[src/alu_consts.vh]
/*
  opcode encodings, flag bit positions and cycle counts for the
  8-bit arithmetic and logic datapath. definitions only.
*/
`ifndef ALU_CONSTS_VH
`define ALU_CONSTS_VH
`define OP_W 5
`define OP_ADD 5'h00
`define OP_ADD_CARRY 5'h01
`define OP_WORD_IMMEDIATE_PLUS 5'h02
`define OP_SUB 5'h03
`define OP_DIFFERENCE_CONSTANT 5'h04
`define OP_DIFFERENCE_WITH_BORROW 5'h05
`define OP_DIFFERENCE_CONSTANT_BORROW 5'h06
`define OP_WORD_IMMEDIATE_MINUS 5'h07
`define OP_AND 5'h08
`define OP_CONJUNCTION_CONSTANT 5'h09
`define OP_OR 5'h0A
`define OP_UNION_CONSTANT 5'h0B
`define OP_XOR_REGISTERS 5'h0C
`define OP_ONES_INVERT 5'h0D
`define OP_TWOS_MINUS 5'h0E
`define OP_BITS_SET_MASK 5'h0F
`define OP_BITS_CLEAR_MASK 5'h10
`define OP_PLUS_ONE 5'h11
`define OP_MINUS_ONE 5'h12
`define OP_ZERO_SIGN_TEST 5'h13
// status flag positions in the 8-bit flag word
`define FLAG_C 0
`define FLAG_Z 1
`define FLAG_N 2
`define FLAG_V 3
`define FLAG_S 4
`define FLAG_H 5
`define FLAGS_RESET 8'h00
`define ALL_ONES 8'hFF
`define ALL_ZERO 8'h00
`define BYTE_ONE 8'h01
`define WORD_CYCLES 2
`endif

[src/alu_datapath.v]
/*
  8-bit arithmetic and logic datapath with 16-bit word immediate
  add/subtract on register pairs. operands come from the register file
  and decoder; one request per clock that start is high while busy is low.
*/
`include "alu_consts.vh"
`timescale 1ns/10ps
module alu_datapath #(
  parameter W = 8
) (
  // clock and reset
  input wire clk_sys,
  input wire sys_rst,
  // request from decoder
  input wire start,
  input wire [`OP_W-1:0] op,
  input wire [W-1:0] dst_val,
  input wire [W-1:0] src_val,
  input wire [W-1:0] imm_val,
  input wire [W-1:0] dst_hi_val,
  // result to register file
  output reg [W-1:0] result_reg,
  output reg [W-1:0] result_hi_reg,
  output reg result_we_reg,
  output reg result_hi_we_reg,
  output reg [7:0] flags_reg,
  output reg busy_reg
);
  localparam ST_IDLE = 1'b0;
  localparam ST_WORD_HI = 1'b1;
  reg state_reg;
  reg state_next;
  reg word_sub_reg;
  reg word_carry_reg;
  reg [W-1:0] word_hi_reg;
  reg [W-1:0] word_lo_reg;
  reg [W-1:0] a;
  reg [W-1:0] b;
  reg [W-1:0] r;
  reg cin;
  reg is_sub;
  reg arith;
  reg keep_c;
  reg logic_op;
  reg [W:0] sum;
  reg [W-1:0] res_next;
  reg [7:0] flags_next;
  reg we_next;
  wire f_z;
  wire f_n;
  wire f_v;
  wire f_s;
  wire f_h;
  wire c_in_flag;
  assign c_in_flag = flags_reg[`FLAG_C];

  always @* begin
    a = dst_val;
    b = src_val;
    cin = 1'b0;
    is_sub = 1'b0;
    arith = 1'b1;
    keep_c = 1'b0;
    logic_op = 1'b0;
    r = {W{1'b0}};
    we_next = start && !busy_reg;
    if (state_reg == ST_WORD_HI) begin
      // high byte: propagate low byte carry or borrow
      a = word_hi_reg;
      b = {W{1'b0}};
      cin = word_carry_reg;
      is_sub = word_sub_reg;
      we_next = 1'b0;
    end else begin
      case (op)
        `OP_ADD: b = src_val;
        `OP_ADD_CARRY: cin = c_in_flag;
        `OP_WORD_IMMEDIATE_PLUS: b = imm_val;
        `OP_SUB: is_sub = 1'b1;
        `OP_DIFFERENCE_CONSTANT: begin
          b = imm_val;
          is_sub = 1'b1;
        end
        `OP_DIFFERENCE_WITH_BORROW: begin
          is_sub = 1'b1;
          cin = c_in_flag;
        end
        `OP_DIFFERENCE_CONSTANT_BORROW: begin
          b = imm_val;
          is_sub = 1'b1;
          cin = c_in_flag;
        end
        `OP_WORD_IMMEDIATE_MINUS: begin
          b = imm_val;
          is_sub = 1'b1;
        end
        `OP_ONES_INVERT: begin
          a = `ALL_ONES;
          b = dst_val;
          is_sub = 1'b1;
        end
        `OP_TWOS_MINUS: begin
          a = `ALL_ZERO;
          b = dst_val;
          is_sub = 1'b1;
        end
        `OP_PLUS_ONE: begin
          b = `BYTE_ONE;
          keep_c = 1'b1;
        end
        `OP_MINUS_ONE: begin
          b = `BYTE_ONE;
          is_sub = 1'b1;
          keep_c = 1'b1;
        end
        `OP_AND, `OP_CONJUNCTION_CONSTANT, `OP_OR, `OP_UNION_CONSTANT,
        `OP_XOR_REGISTERS, `OP_BITS_SET_MASK, `OP_BITS_CLEAR_MASK,
        `OP_ZERO_SIGN_TEST: begin
          arith = 1'b0;
          logic_op = 1'b1;
        end
        default: begin
          arith = 1'b0;
          we_next = 1'b0;
        end
      endcase
    end
    sum = is_sub ? ({1'b0, a} - {1'b0, b} - {{W{1'b0}}, cin})
                 : ({1'b0, a} + {1'b0, b} + {{W{1'b0}}, cin});
    if (arith) begin
      r = sum[W-1:0];
    end else begin
      case (op)
        `OP_AND: r = dst_val & src_val;
        `OP_CONJUNCTION_CONSTANT: r = dst_val & imm_val;
        `OP_OR: r = dst_val | src_val;
        `OP_UNION_CONSTANT: r = dst_val | imm_val;
        `OP_XOR_REGISTERS: r = dst_val ^ src_val;
        `OP_BITS_SET_MASK: r = dst_val | imm_val;
        `OP_BITS_CLEAR_MASK: r = dst_val & (`ALL_ONES - imm_val);
        `OP_ZERO_SIGN_TEST: r = dst_val & dst_val;
        default: r = {W{1'b0}};
      endcase
    end
    res_next = r;
  end

  flag_calc #(
    .W(W)
  ) u_flags (
    .a(a),
    .b(b),
    .r(r),
    .is_sub(is_sub),
    .zero(f_z),
    .neg(f_n),
    .ovf(f_v),
    .sgn(f_s),
    .half(f_h)
  );

  always @* begin
    flags_next = flags_reg;
    state_next = state_reg;
    if (state_reg == ST_WORD_HI) begin
      // flags from the full 16-bit result
      flags_next[`FLAG_Z] = f_z && (word_lo_reg == {W{1'b0}});
      flags_next[`FLAG_N] = f_n;
      flags_next[`FLAG_V] = f_v;
      flags_next[`FLAG_S] = f_s;
      flags_next[`FLAG_C] = sum[W];
      state_next = ST_IDLE;
    end else if (we_next) begin
      // unknown opcodes leave every flag alone
      flags_next[`FLAG_Z] = f_z;
      flags_next[`FLAG_N] = f_n;
      if (logic_op) begin
        flags_next[`FLAG_V] = 1'b0;
      end else if (arith) begin
        flags_next[`FLAG_V] = f_v;
        if (!keep_c) begin
          flags_next[`FLAG_C] = sum[W];
        end
        if (op == `OP_ONES_INVERT) begin
          flags_next[`FLAG_C] = 1'b1;
          flags_next[`FLAG_V] = 1'b0;
        end
        if (op == `OP_WORD_IMMEDIATE_PLUS || op == `OP_WORD_IMMEDIATE_MINUS) begin
          state_next = ST_WORD_HI;
        end else if (!keep_c && op != `OP_ONES_INVERT) begin
          flags_next[`FLAG_H] = f_h;
        end
      end
    end
  end

  always @(posedge clk_sys) begin
    if (sys_rst) begin
      state_reg <= ST_IDLE;
      busy_reg <= 1'b0;
      flags_reg <= `FLAGS_RESET;
      result_reg <= {W{1'b0}};
      result_hi_reg <= {W{1'b0}};
      result_we_reg <= 1'b0;
      result_hi_we_reg <= 1'b0;
      word_sub_reg <= 1'b0;
      word_carry_reg <= 1'b0;
      word_hi_reg <= {W{1'b0}};
      word_lo_reg <= {W{1'b0}};
    end else begin
      state_reg <= state_next;
      flags_reg <= flags_next;
      busy_reg <= (state_next == ST_WORD_HI);
      result_hi_we_reg <= (state_reg == ST_WORD_HI);
      if (state_reg == ST_WORD_HI) begin
        result_hi_reg <= res_next;
        result_we_reg <= 1'b1;
        result_reg <= word_lo_reg;
      end else begin
        // word ops hold the low byte until both halves are ready
        result_we_reg <= we_next && (state_next != ST_WORD_HI);
        if (we_next) begin
          result_reg <= res_next;
        end
        word_lo_reg <= res_next;
        word_hi_reg <= dst_hi_val;
        word_sub_reg <= is_sub;
        word_carry_reg <= sum[W];
      end
    end
  end
endmodule // alu_datapath

[src/flag_calc.v]
/*
  combinational flag helper: zero, negative, overflow, sign and
  half-carry for an 8-bit add or subtract result.
  assumes the result r already includes any carry-in choice by the caller.
*/
`timescale 1ns/10ps
module flag_calc #(
  parameter W = 8
) (
  // operands and result
  input wire [W-1:0] a,
  input wire [W-1:0] b,
  input wire [W-1:0] r,
  input wire is_sub,
  // flags
  output wire zero,
  output wire neg,
  output wire ovf,
  output wire sgn,
  output wire half
);
  assign zero = (r == {W{1'b0}});
  assign neg = r[W-1];
  // add: same-sign operands give opposite result; sub: signs differ
  assign ovf = is_sub ? ((a[W-1] & ~b[W-1] & ~r[W-1]) | (~a[W-1] & b[W-1] & r[W-1]))
                      : ((a[W-1] & b[W-1] & ~r[W-1]) | (~a[W-1] & ~b[W-1] & r[W-1]));
  assign sgn = neg ^ ovf;
  assign half = is_sub ? ((~a[3] & b[3]) | (b[3] & r[3]) | (r[3] & ~a[3]))
                       : ((a[3] & b[3]) | (b[3] & ~r[3]) | (~r[3] & a[3]));
endmodule // flag_calc
[config.mk]
export PLATFORM = sky130hd
export DESIGN_NAME = alu_datapath
export DESIGN_NICKNAME = d
export VERILOG_FILES = /design/src/alu_datapath.v /design/src/flag_calc.v
export VERILOG_INCLUDE_DIRS = /design/src
export SDC_FILE = /design/constraint.sdc
export NUM_CORES = 1
export LEC_CHECK = 0
export BUFFER_PORTS_ARGS = -buffer_cell sky130_fd_sc_hd__clkbuf_2
export CAP_MARGIN = 20
export CORE_UTILIZATION = 45
export CTS_CLUSTER_DIAMETER = 50
export CTS_CLUSTER_SIZE = 30
export DETAILED_ROUTE_END_ITERATION = 12
export PLACE_DENSITY_LB_ADDON = 0.05
export SYNTH_ARGS = -nofsm -noshare
export SYNTH_HDL_FRONTEND = slang
export SYNTH_SLANG_ARGS = --single-unit
[constraint.sdc]
create_clock -name clk_sys -period 6.8 [get_ports clk_sys]
set_input_delay 1.36 -clock clk_sys [delete_from_list [all_inputs] [get_ports clk_sys]]
set_output_delay 1.36 -clock clk_sys [all_outputs]
set_load 0.02 [all_outputs]
==> results of run 1 <==
-- metal layers --
metal,wire [um],vias up,GRT usage [%]
met1,5180,1832,38.2
li1,-,1901,-
met4,423,0,11.0
met5,0,-,0
met3,733,26,4.69
met2,4990,139,41.5
-- metrics by stage --
step                instances  setup WS, ns
floorplan                 489          1.97
global placement          630          1.25
detailed placement        630         0.999
CTS                       638          1.30
global route              638         0.739
finish                    638          1.21
-- power groups by stage --
stage | clock (uW) | sequential, uW | combinational, uW
CTS | 210 | 282 | 332
global placement | 0 | 287 | 330
global route | 221 | 284 | 373
floorplan | 0 | 292 | 239
detailed placement | 0 | 288 | 330
finish | 204 | 282 | 336
-- synth_stat cells (8+ instances only) --
| master | instances | area, sq um |
|---|---|---|
| a211oi_1 | 15 | 113 |
| a21oi_1 | 34 | 170 |
| clkbuf_1 | 14 | 52.6 |
| dfxtp_1 | 43 | 861 |
| ha_1 | 21 | 263 |
| inv_1 | 24 | 90.1 |
| mux2i_1 | 15 | 150 |
| nand2_1 | 39 | 146 |
| nand3_1 | 8 | 40.0 |
| nor2_1 | 67 | 251 |
| nor3_1 | 16 | 80.1 |
| o21ai_0 | 21 | 105 |
| o21ai_1 | 8 | 40.0 |
| xnor2_1 | 8 | 70.1 |
-- critical path, stage by stage --
cell and delay [ns]:
clkbuf_2 0.46, nand3b_1 0.35, nor2_1 0.52, a22oi_1 0.13
a21oi_1 0.40, ha_1 0.37, ha_1 0.37, o21ai_0 0.20
a2111oi_0 0.61, nor2_1 0.14, a21oi_1 0.17, o22ai_1 0.15
nor4_1 0.38, a32o_1 0.21
-- worst paths after layout --
path / start / cells past startpoint / slack (ns) / end
hold reg to reg: result_reg[2]$_SDFFE_PP0P_ / 2 / 0.45 / result_reg[2]$_SDFFE_PP0P_
setup reg to reg: state_reg$_SDFF_PP0_ / 13 / 2.40 / flags_reg[1]$_SDFFE_PP0P_
setup / recovery: op[2] / 14 / 1.21 / flags_reg[1]$_SDFFE_PP0P_
hold / removal: result_reg[2]$_SDFFE_PP0P_ / 2 / 0.45 / result_reg[2]$_SDFFE_PP0P_
-- layout make-up --
class                   count  area [sq um]
inverters                  24          90.1
clock inverters             3          46.3
repair buffers             68           350
well taps                 105           131
multi-input cells         390          2670
flip-flops and latches     43           862
fillers                   805          3950
clock buffers               5          68.8
-- kinds of logic (layout without fill, tap and decap cells) --
family          Yosys count  in the layout  share of synthesized area, %
mux                      22             22                          6.06
buf+inv                  56            100                          6.65
other cells               1              2                        0.0992
fa+ha+maj                25             25                          9.07
simple gates            177            177                          22.9
compound gates          155            155                          30.4
flops                    43             43                          22.8
xor+xnor                  9              9                          2.08
==> metrics.cfg, run 1 <==
[drt]
route.detailed.drc=0
firstDrtPassIters=5
routed_wl_um=11300
vias=3898
routedWlPerCell_um=17.8
vias_per_cell=6.11
drtAntennaViolNets=0
first_iter_violations=295

[global_route]
antenna_found_initial=0
grt_first_pass_wirelength_um=18600
grt_use_total_pct=27.3
grt_max_degree=42
grt_overflow=0
grt_pass1_vias=3636

[sta]
worst_pin_slew_ns=0.848
period_share_pct=82.2
min_period_ns=5.59
setup_violations=0
drv_slew=0
max_freq_ghz=0.179
hold_viol_final=0
skew_ns=0.0144
final.setup.tns_ns=0
rsz0062_at_grt=false
slew_headroom_pct=43.4
hold_slack_ns=0.454

[die]
die_x_um=93.7
initial_core_util_pct=46.3
core_area_sq_um=8180
die_area_sq_um=8770
die_y_um=93.7
top_level_ports=67
num_rows=33

[yosys]
ys_types=72
synth_seq_area_share_pct=22.8
async_flop_share_pct=0
synthFlopType=dfxtp_1
synth_area_per_cell_sq_um=7.75
synth-edff-count=0
ys_seq_elements=43
synthCells=488
syn_area_sq_um=3780
yosysWarnings=0

[pwr]
ir_worst_vdd_mv=0.123
combPwrFrac_pct=40.8
switching_power_uw=310
power_leakage_uw=0.00179
power.share.sequential_pct=34.3
p_total_uw=822
power_density_nw_per_um2=195
switching_share_pct=37.7
power_frac_clock_pct=24.9
p_int_uw=512

[clocking]
post_cts_resize_count=0
cts_setup_buffers=0
clk_pin_slew_ns=0.08
clockBufferDepth=2
numCtsBuffers=5
cts_hold_buf=0
clock_latency_ns=0.30
cts_tree=built
cts_root_buf=clkbuf_8
cts_max_level=2
clock_sinks=43

[place]
placed_area_sq_um=4110
io_buffers=64
place_hpwl_um=8880
place.gp.congestion=0.995

[worst_setup_path]
cp.required_ns=7.04
path_class=input pin to flip-flop
cp-end-kind=flip-flop
worst_setup_path_start_kind=input pin
critPathArrivalTime_ns=5.83
cp_max_fo=26

[min_path]
hold_class=flip-flop to flip-flop

[cells_and_area]
final_nets=597
layout-drive-gt1-share_pct=18.4
final_cell_mix=nor2_1 (67), clkbuf_2 (64), dfxtp_1 (42), nand2_1 (39), a21oi_1 (34)
post-route-util_pct=51.6
final_common_cell=nor2_1
area_growth_pct=11.6
diodes=0
post-route-cell-area_sq_um=4220

[run]
max-cap-violations=0

[status]
status=finished clean

(Power assumes the default switching activity.)
==> run 2: changes to the inputs <==
==> constraint.sdc (replaced) <==
create_clock -name clk_sys -period 5.5 [get_ports clk_sys]
set_input_delay 1.1 -clock clk_sys [delete_from_list [all_inputs] [get_ports clk_sys]]
set_output_delay 1.1 -clock clk_sys [all_outputs]
set_load 0.02 [all_outputs]
==> run 2 against run 1 <==
Power is 25% higher. Worst hold slack better by 0.0045 ns. Via count is 0.51% lower. Global-route usage is 0.79 points higher. Critical path type unchanged. Count of clock-buffer cells in the layout stayed put. Wire length is 3.0% higher. Final area is 1.4% higher. Combinational power is 26% higher. Critical path depth is 1 higher. Clock power is 27% higher. Register-to-register slack worse by 1.1 ns. Largest cell class unchanged. Highest routed layer unchanged.
==> metrics.cfg, run 2 (synthesized netlist as in run 1, its figures left out) <==
[worst_setup_path]
cp-end-kind=flip-flop  ; unchanged
cp.required_ns=5.75  ; was 7.04 ns
r2r-start=state_reg$_SDFF_PP0_  ; unchanged
reg2reg_depth=12  ; was 13
cp_max_fo=19  ; was 26
critPathArrivalTime_ns=5.36  ; was 5.83 ns
reg2reg_slack_ns=1.33  ; was 2.40 ns
path_class=input pin to flip-flop  ; unchanged
worst_setup_path_start_kind=input pin  ; unchanged
regToRegEndpoint=flags_reg[1]$_SDFFE_PP0P_  ; unchanged

[die]
die_area_sq_um=8770  ; unchanged
die_x_um=93.7  ; unchanged
num_rows=33  ; unchanged
top_level_ports=67  ; unchanged
initial_core_util_pct=46.3  ; unchanged
core_area_sq_um=8180  ; unchanged
die_y_um=93.7  ; unchanged

[global_route]
grt_overflow=0  ; unchanged
grt_max_degree=42  ; unchanged
antenna_found_initial=0  ; unchanged
grt_use_total_pct=28.1  ; was 27.3%
grt_pass1_vias=3615  ; was 3,636
grt_first_pass_wirelength_um=19000  ; was 18,600 um

[sta]
hold_viol_final=0  ; unchanged
min_period_ns=5.11
period_share_pct=92.8
skew_ns=0.0185  ; was 0.0144 ns
rsz0062_at_grt=false  ; unchanged
setup_violations=0  ; unchanged
final.setup.tns_ns=0  ; unchanged
slew_headroom_pct=44.7  ; was 43.4%
drv_slew=0  ; unchanged
worst_pin_slew_ns=0.829  ; was 0.848 ns
max_freq_ghz=0.196
hold_slack_ns=0.459  ; was 0.454 ns

[clocking]
clock_sinks=43  ; unchanged
clockBufferDepth=2  ; unchanged
cts_setup_buffers=0  ; unchanged
cts_tree=built  ; unchanged
clk_pin_slew_ns=0.09  ; was 0.08 ns
cts_root_buf=clkbuf_8  ; unchanged
cts_hold_buf=0  ; unchanged
post_cts_resize_count=0  ; unchanged
cts_max_level=2  ; unchanged
clock_latency_ns=0.31  ; was 0.30 ns
numCtsBuffers=5  ; unchanged

[drt]
firstDrtPassIters=5  ; unchanged
vias_per_cell=6.00  ; was 6.11
route.detailed.drc=0  ; unchanged
drtAntennaViolNets=0  ; unchanged
routedWlPerCell_um=18.1  ; was 17.8 um
first_iter_violations=243  ; was 295
vias=3878  ; was 3,898
routed_wl_um=11700  ; was 11,300 um

[place]
place.gp.congestion=0.923  ; was 0.995
placed_area_sq_um=4170  ; was 4110 sq um
io_buffers=64  ; unchanged
place_hpwl_um=9390  ; was 8880 um

[pwr]
ir_worst_vdd_mv=0.121  ; was 0.123 mV
power_density_nw_per_um2=241  ; was 195 nW/um^2
power_leakage_uw=0.00183  ; was 0.00179 uW

[status]
status=finished clean  ; unchanged

[cells_and_area]
final_cell_mix=nor2_1 (67), clkbuf_2 (64), dfxtp_1 (42), nand2_1 (39), a21oi_1 (34)  ; unchanged
final_nets=605  ; was 597
post-route-cell-area_sq_um=4280  ; was 4220 sq um
diodes=0  ; unchanged
post-route-util_pct=52.4  ; was 51.6%
area_growth_pct=13.2  ; was 11.6%
final_common_cell=nor2_1  ; unchanged
layout-drive-gt1-share_pct=19.6  ; was 18.4%

[min_path]
hp-start=result_reg[2]$_SDFFE_PP0P_  ; unchanged
holdPathStages=2  ; unchanged
hold_class=flip-flop to flip-flop  ; unchanged
whs_endpoint=result_reg[2]$_SDFFE_PP0P_  ; unchanged

[run]
max-cap-violations=0  ; unchanged

[run 2: cell types whose count changed in the layout (fill, tap and decap cells not counted)]
| cell | change |
|---|---|
| buf_4 | +8 |
[run 2: worst max-delay path by stage]
stage	from	to	slack, ns	cells after the start
floorplan	op[3]	flags_reg[1]$_SDFFE_PP0P_	0.93	16
global placement	op[4]	flags_reg[1]$_SDFFE_PP0P_	0.24	16
detailed placement	op[3]	flags_reg[1]$_SDFFE_PP0P_	0.14	15
CTS	op[3]	flags_reg[1]$_SDFFE_PP0P_	0.44	15
global route	op[3]	flags_reg[1]$_SDFFE_PP0P_	0.03	15
finish	op[3]	flags_reg[1]$_SDFFE_PP0P_	0.39	15
[run 2: metrics by stage]
stage	cells	total power, uW	setup WS, ns
4_1_cts	646	1030	0.445
6_report	646	1030	0.395
3_3_place_gp	638	773	0.241
2_1_floorplan	489	657	0.933
5_1_grt	646	1100	0.0258
3_5_place_dp	638	774	0.137
[run 2: power breakdown]
group          internal (uW)  switching (uW)
logic                    168             255
clock network            137             123
registers                334            15.1
[run 2: critical path: stages]
cell	delay (ns)
clkbuf_2	0.29
nor2_1	0.14
a22oi_1	0.20
nor2_1	0.07
or4b_1	0.47
a21oi_1	0.39
ha_1	0.37
ha_1	0.37
o21ai_0	0.18
a2111oi_0	0.59
nor2_1	0.11
a21oi_1	0.22
o22ai_1	0.21
nor4_1	0.43
a32o_1	0.21
[run 2: per-layer routing]
layer,share of wire (%),up-vias,track usage (%)
li1,-,1909,-
met1,48,1832,40.3
met2,45,124,44.9
met3,5.1,13,3.64
met4,1.6,0,6.28
met5,0,-,0
[run 2: area by class of cell]
cell class | instances | area [sq um]
flip-flops and latches | 43 | 862
fillers | 848 | 3890
multi-input cells | 390 | 2670
inverters | 24 | 90.1
clock inverters | 3 | 46.3
repair buffers | 76 | 410
clock buffers | 5 | 68.8
well taps | 105 | 131
==> run 3: changes to the inputs <==
--- a/config.mk
+++ b/config.mk
@@ -7,12 +7,12 @@
 export NUM_CORES = 1
 export LEC_CHECK = 0
 export BUFFER_PORTS_ARGS = -buffer_cell sky130_fd_sc_hd__clkbuf_2
-export CAP_MARGIN = 20
 export CORE_UTILIZATION = 45
 export CTS_CLUSTER_DIAMETER = 50
 export CTS_CLUSTER_SIZE = 30
 export DETAILED_ROUTE_END_ITERATION = 12
 export PLACE_DENSITY_LB_ADDON = 0.05
+export RECOVER_POWER = 25
 export SYNTH_ARGS = -nofsm -noshare
 export SYNTH_HDL_FRONTEND = slang
 export SYNTH_SLANG_ARGS = --single-unit
==> run 3 against run 2 <==
The flow now finishes with violations (max-capacitance violations, max-slew violations). Worst hold slack hardly changed. Critical endpoint unchanged. Clock skew is essentially flat. Final cell count stayed put. Sequential share of layout area up 0.053 points. Sequential power about the same. Worst setup slack got worse by 0.0029 ns. Combinational power about the same. Sequential cell count did not move. Core utilization fell by 0.14 points. First-iteration DRC count rose by 2.5%. Wire length is 0.16% higher.
==> metrics.cfg, run 3 (synthesized netlist as in run 1, its figures left out) <==
[global_route]
grt_max_degree=42  ; unchanged
antenna_found_initial=0  ; unchanged
grt_overflow=0  ; unchanged
grt_pass1_vias=3615  ; unchanged
grt_first_pass_wirelength_um=19000  ; unchanged
grt_use_total_pct=28.1  ; unchanged

[worst_setup_path]
crit_top_cell=nor2_1  ; unchanged
cp.required_ns=5.75  ; about the same
r2r-start=state_reg$_SDFF_PP0_  ; unchanged
critical_path.max_stage_delay_ns=0.59  ; about the same
critPathArrivalTime_ns=5.36  ; about the same
cp_max_fo=19  ; unchanged
cp-endpoint=flags_reg[1]$_SDFFE_PP0P_  ; unchanged
cp_cell_sequence=clkbuf_2 -> nor2_1 -> a22oi_1 -> nor2_1 -> or4b_1 -> a21oi_1 -> ha_1 -> ha_1 -> o21ai_0 -> a2111oi_0 -> nor2_1 -> a21oi_1 -> o22ai_1 -> nor4_1 -> a32o_1  ; unchanged
path_class=input pin to flip-flop  ; unchanged
regToRegEndpoint=flags_reg[1]$_SDFFE_PP0P_  ; unchanged
reg2reg_slack_ns=1.32  ; was 1.33 ns
reg2reg_depth=12  ; unchanged
crit_slowest_cell=a2111oi_0  ; unchanged
startpoint=op[3]  ; unchanged
worst_setup_path_start_kind=input pin  ; unchanged
cp-end-kind=flip-flop  ; unchanged

[min_path]
hold_class=flip-flop to flip-flop  ; unchanged
holdPathStages=2  ; unchanged

[place]
io_buffers=64  ; unchanged
placed_area_sq_um=4170  ; unchanged
place_hpwl_um=9390  ; unchanged
place.gp.congestion=0.923  ; unchanged
dp.cells=638  ; unchanged

[sta]
slew_headroom_pct=-17.7  ; was 44.7%
worst_pin_slew_ns=1.77  ; was 0.829 ns
final.setup.tns_ns=0  ; unchanged
hold_slack_ns=0.459  ; about the same
min_period_ns=5.11  ; about the same
rsz0062_at_grt=false  ; unchanged
setup_violations=0  ; unchanged
period_share_pct=92.9  ; was 92.8%
hold_viol_final=0  ; unchanged
skew_ns=0.0187  ; was 0.0185 ns
drv_slew=42  ; was 0
max_freq_ghz=0.196  ; about the same

[status]
status=finished with violations  ; was finished clean
violations=max-capacitance violations, max-slew violations

[clocking]
clock_sinks=43  ; unchanged
cts_tree=built  ; unchanged
cts_hold_buf=0  ; unchanged
clk_pin_slew_ns=0.09  ; about the same
clock_latency_ns=0.31  ; about the same
numCtsBuffers=5  ; unchanged
cts_max_level=2  ; unchanged
clockBufferDepth=2  ; unchanged
cts_setup_buffers=0  ; unchanged
cts_root_buf=clkbuf_8  ; unchanged
post_cts_resize_count=0  ; unchanged

[cells_and_area]
final_common_cell=nor2_1  ; unchanged
post-route-cell-area_sq_um=4270  ; was 4280 sq um
final_cell_mix=nor2_1 (67), clkbuf_2 (55), dfxtp_1 (42), nand2_1 (39), a21oi_1 (34)  ; was nor2_1 (67), clkbuf_2 (64), dfxtp_1 (42), nand2_1 (39), a21oi_1 (34)
multi_input_area_sq_um=2670  ; unchanged
diodes=0  ; unchanged
layout-drive-gt1-share_pct=17.9  ; was 19.6%
fin_cells=646  ; unchanged
area_growth_pct=12.9  ; was 13.2%
n_fill_cell=853  ; was 848
final_nets=605  ; unchanged
final-seq-area_sq_um=862  ; unchanged

[drt]
route.detailed.drc=0  ; unchanged
first_iter_violations=249  ; was 243
vias=3883  ; was 3,878
routed_wl_um=11700  ; about the same
firstDrtPassIters=6  ; was 5
vias_per_cell=6.01  ; was 6.00
drtAntennaViolNets=0  ; unchanged
routedWlPerCell_um=18.1  ; about the same

[die]
core_area_sq_um=8180  ; unchanged
top_level_ports=67  ; unchanged
die_y_um=93.7  ; unchanged
die_x_um=93.7  ; unchanged
die_area_sq_um=8770  ; unchanged
num_rows=33  ; unchanged
initial_core_util_pct=46.3  ; unchanged

[run]
max-cap-violations=1  ; was 0

[pwr]
power_leakage_uw=0.00180  ; was 0.00183 uW
ir_worst_vdd_mv=0.121  ; about the same
power_density_nw_per_um2=241  ; about the same

[run 3: worst min-delay path by stage]
stage                                      startpoint                     endpoint  slack (ns)
final                      result_reg[2]$_SDFFE_PP0P_   result_reg[2]$_SDFFE_PP0P_        0.46
after global routing       result_reg[6]$_SDFFE_PP0P_   result_reg[6]$_SDFFE_PP0P_        0.48
after CTS                  result_reg[2]$_SDFFE_PP0P_   result_reg[2]$_SDFFE_PP0P_        0.46
after detailed placement   result_reg[2]$_SDFFE_PP0P_   result_reg[2]$_SDFFE_PP0P_        0.45
after global placement     result_reg[6]$_SDFFE_PP0P_   result_reg[6]$_SDFFE_PP0P_        0.44
after floorplan           word_carry_reg$_SDFFE_PP0N_  word_carry_reg$_SDFFE_PP0N_        0.45
[run 3: worst max-delay path: cells and delay by family]
family / cells / cell delay, ns
and+or+nand+nor: 5 / 1.22
AOI/OAI and AO/OA: 7 / 2.00
adders and majority gates: 2 / 0.75
buffers and inverters: 1 / 0.29
[run 3: power breakdown]
group          switching [uW]  total, uW  internal, uW
sequential               15.1        349           334
clock                     123        260           137
combinational             255        423           168
[run 3: routing by layer]
layer	global-route usage [%]	vias to the layer above	share of wire (%)
li1	-	1907	-
met1	40.3	1841	48
met2	44.9	122	45
met3	3.64	13	5.2
met4	6.28	0	1.6
met5	0	-	0
[run 3: cell type report]
class | count | area share [%]
clock buffer | 5 | 1.61
clock inverter | 3 | 1.08
tap | 105 | 3.08
timing repair buffer | 76 | 9.35
multi-input combinational | 390 | 62.6
sequential | 43 | 20.2
inverter | 24 | 2.11
[run 3: stage by stage]
| stage | setup slack [ns] | util (%) | total power [uW] |
|---|---|---|---|
| 2_1_floorplan | 0.933 | - | 657 |
| 3_3_place_gp | 0.241 | 51.0 | 773 |
| 3_5_place_dp | 0.137 | 51.0 | 774 |
| 4_1_cts | 0.445 | 52.4 | 1030 |
| 5_1_grt | 0.0258 | 52.2 | 1100 |
| 6_report | 0.392 | 52.2 | 1030 |
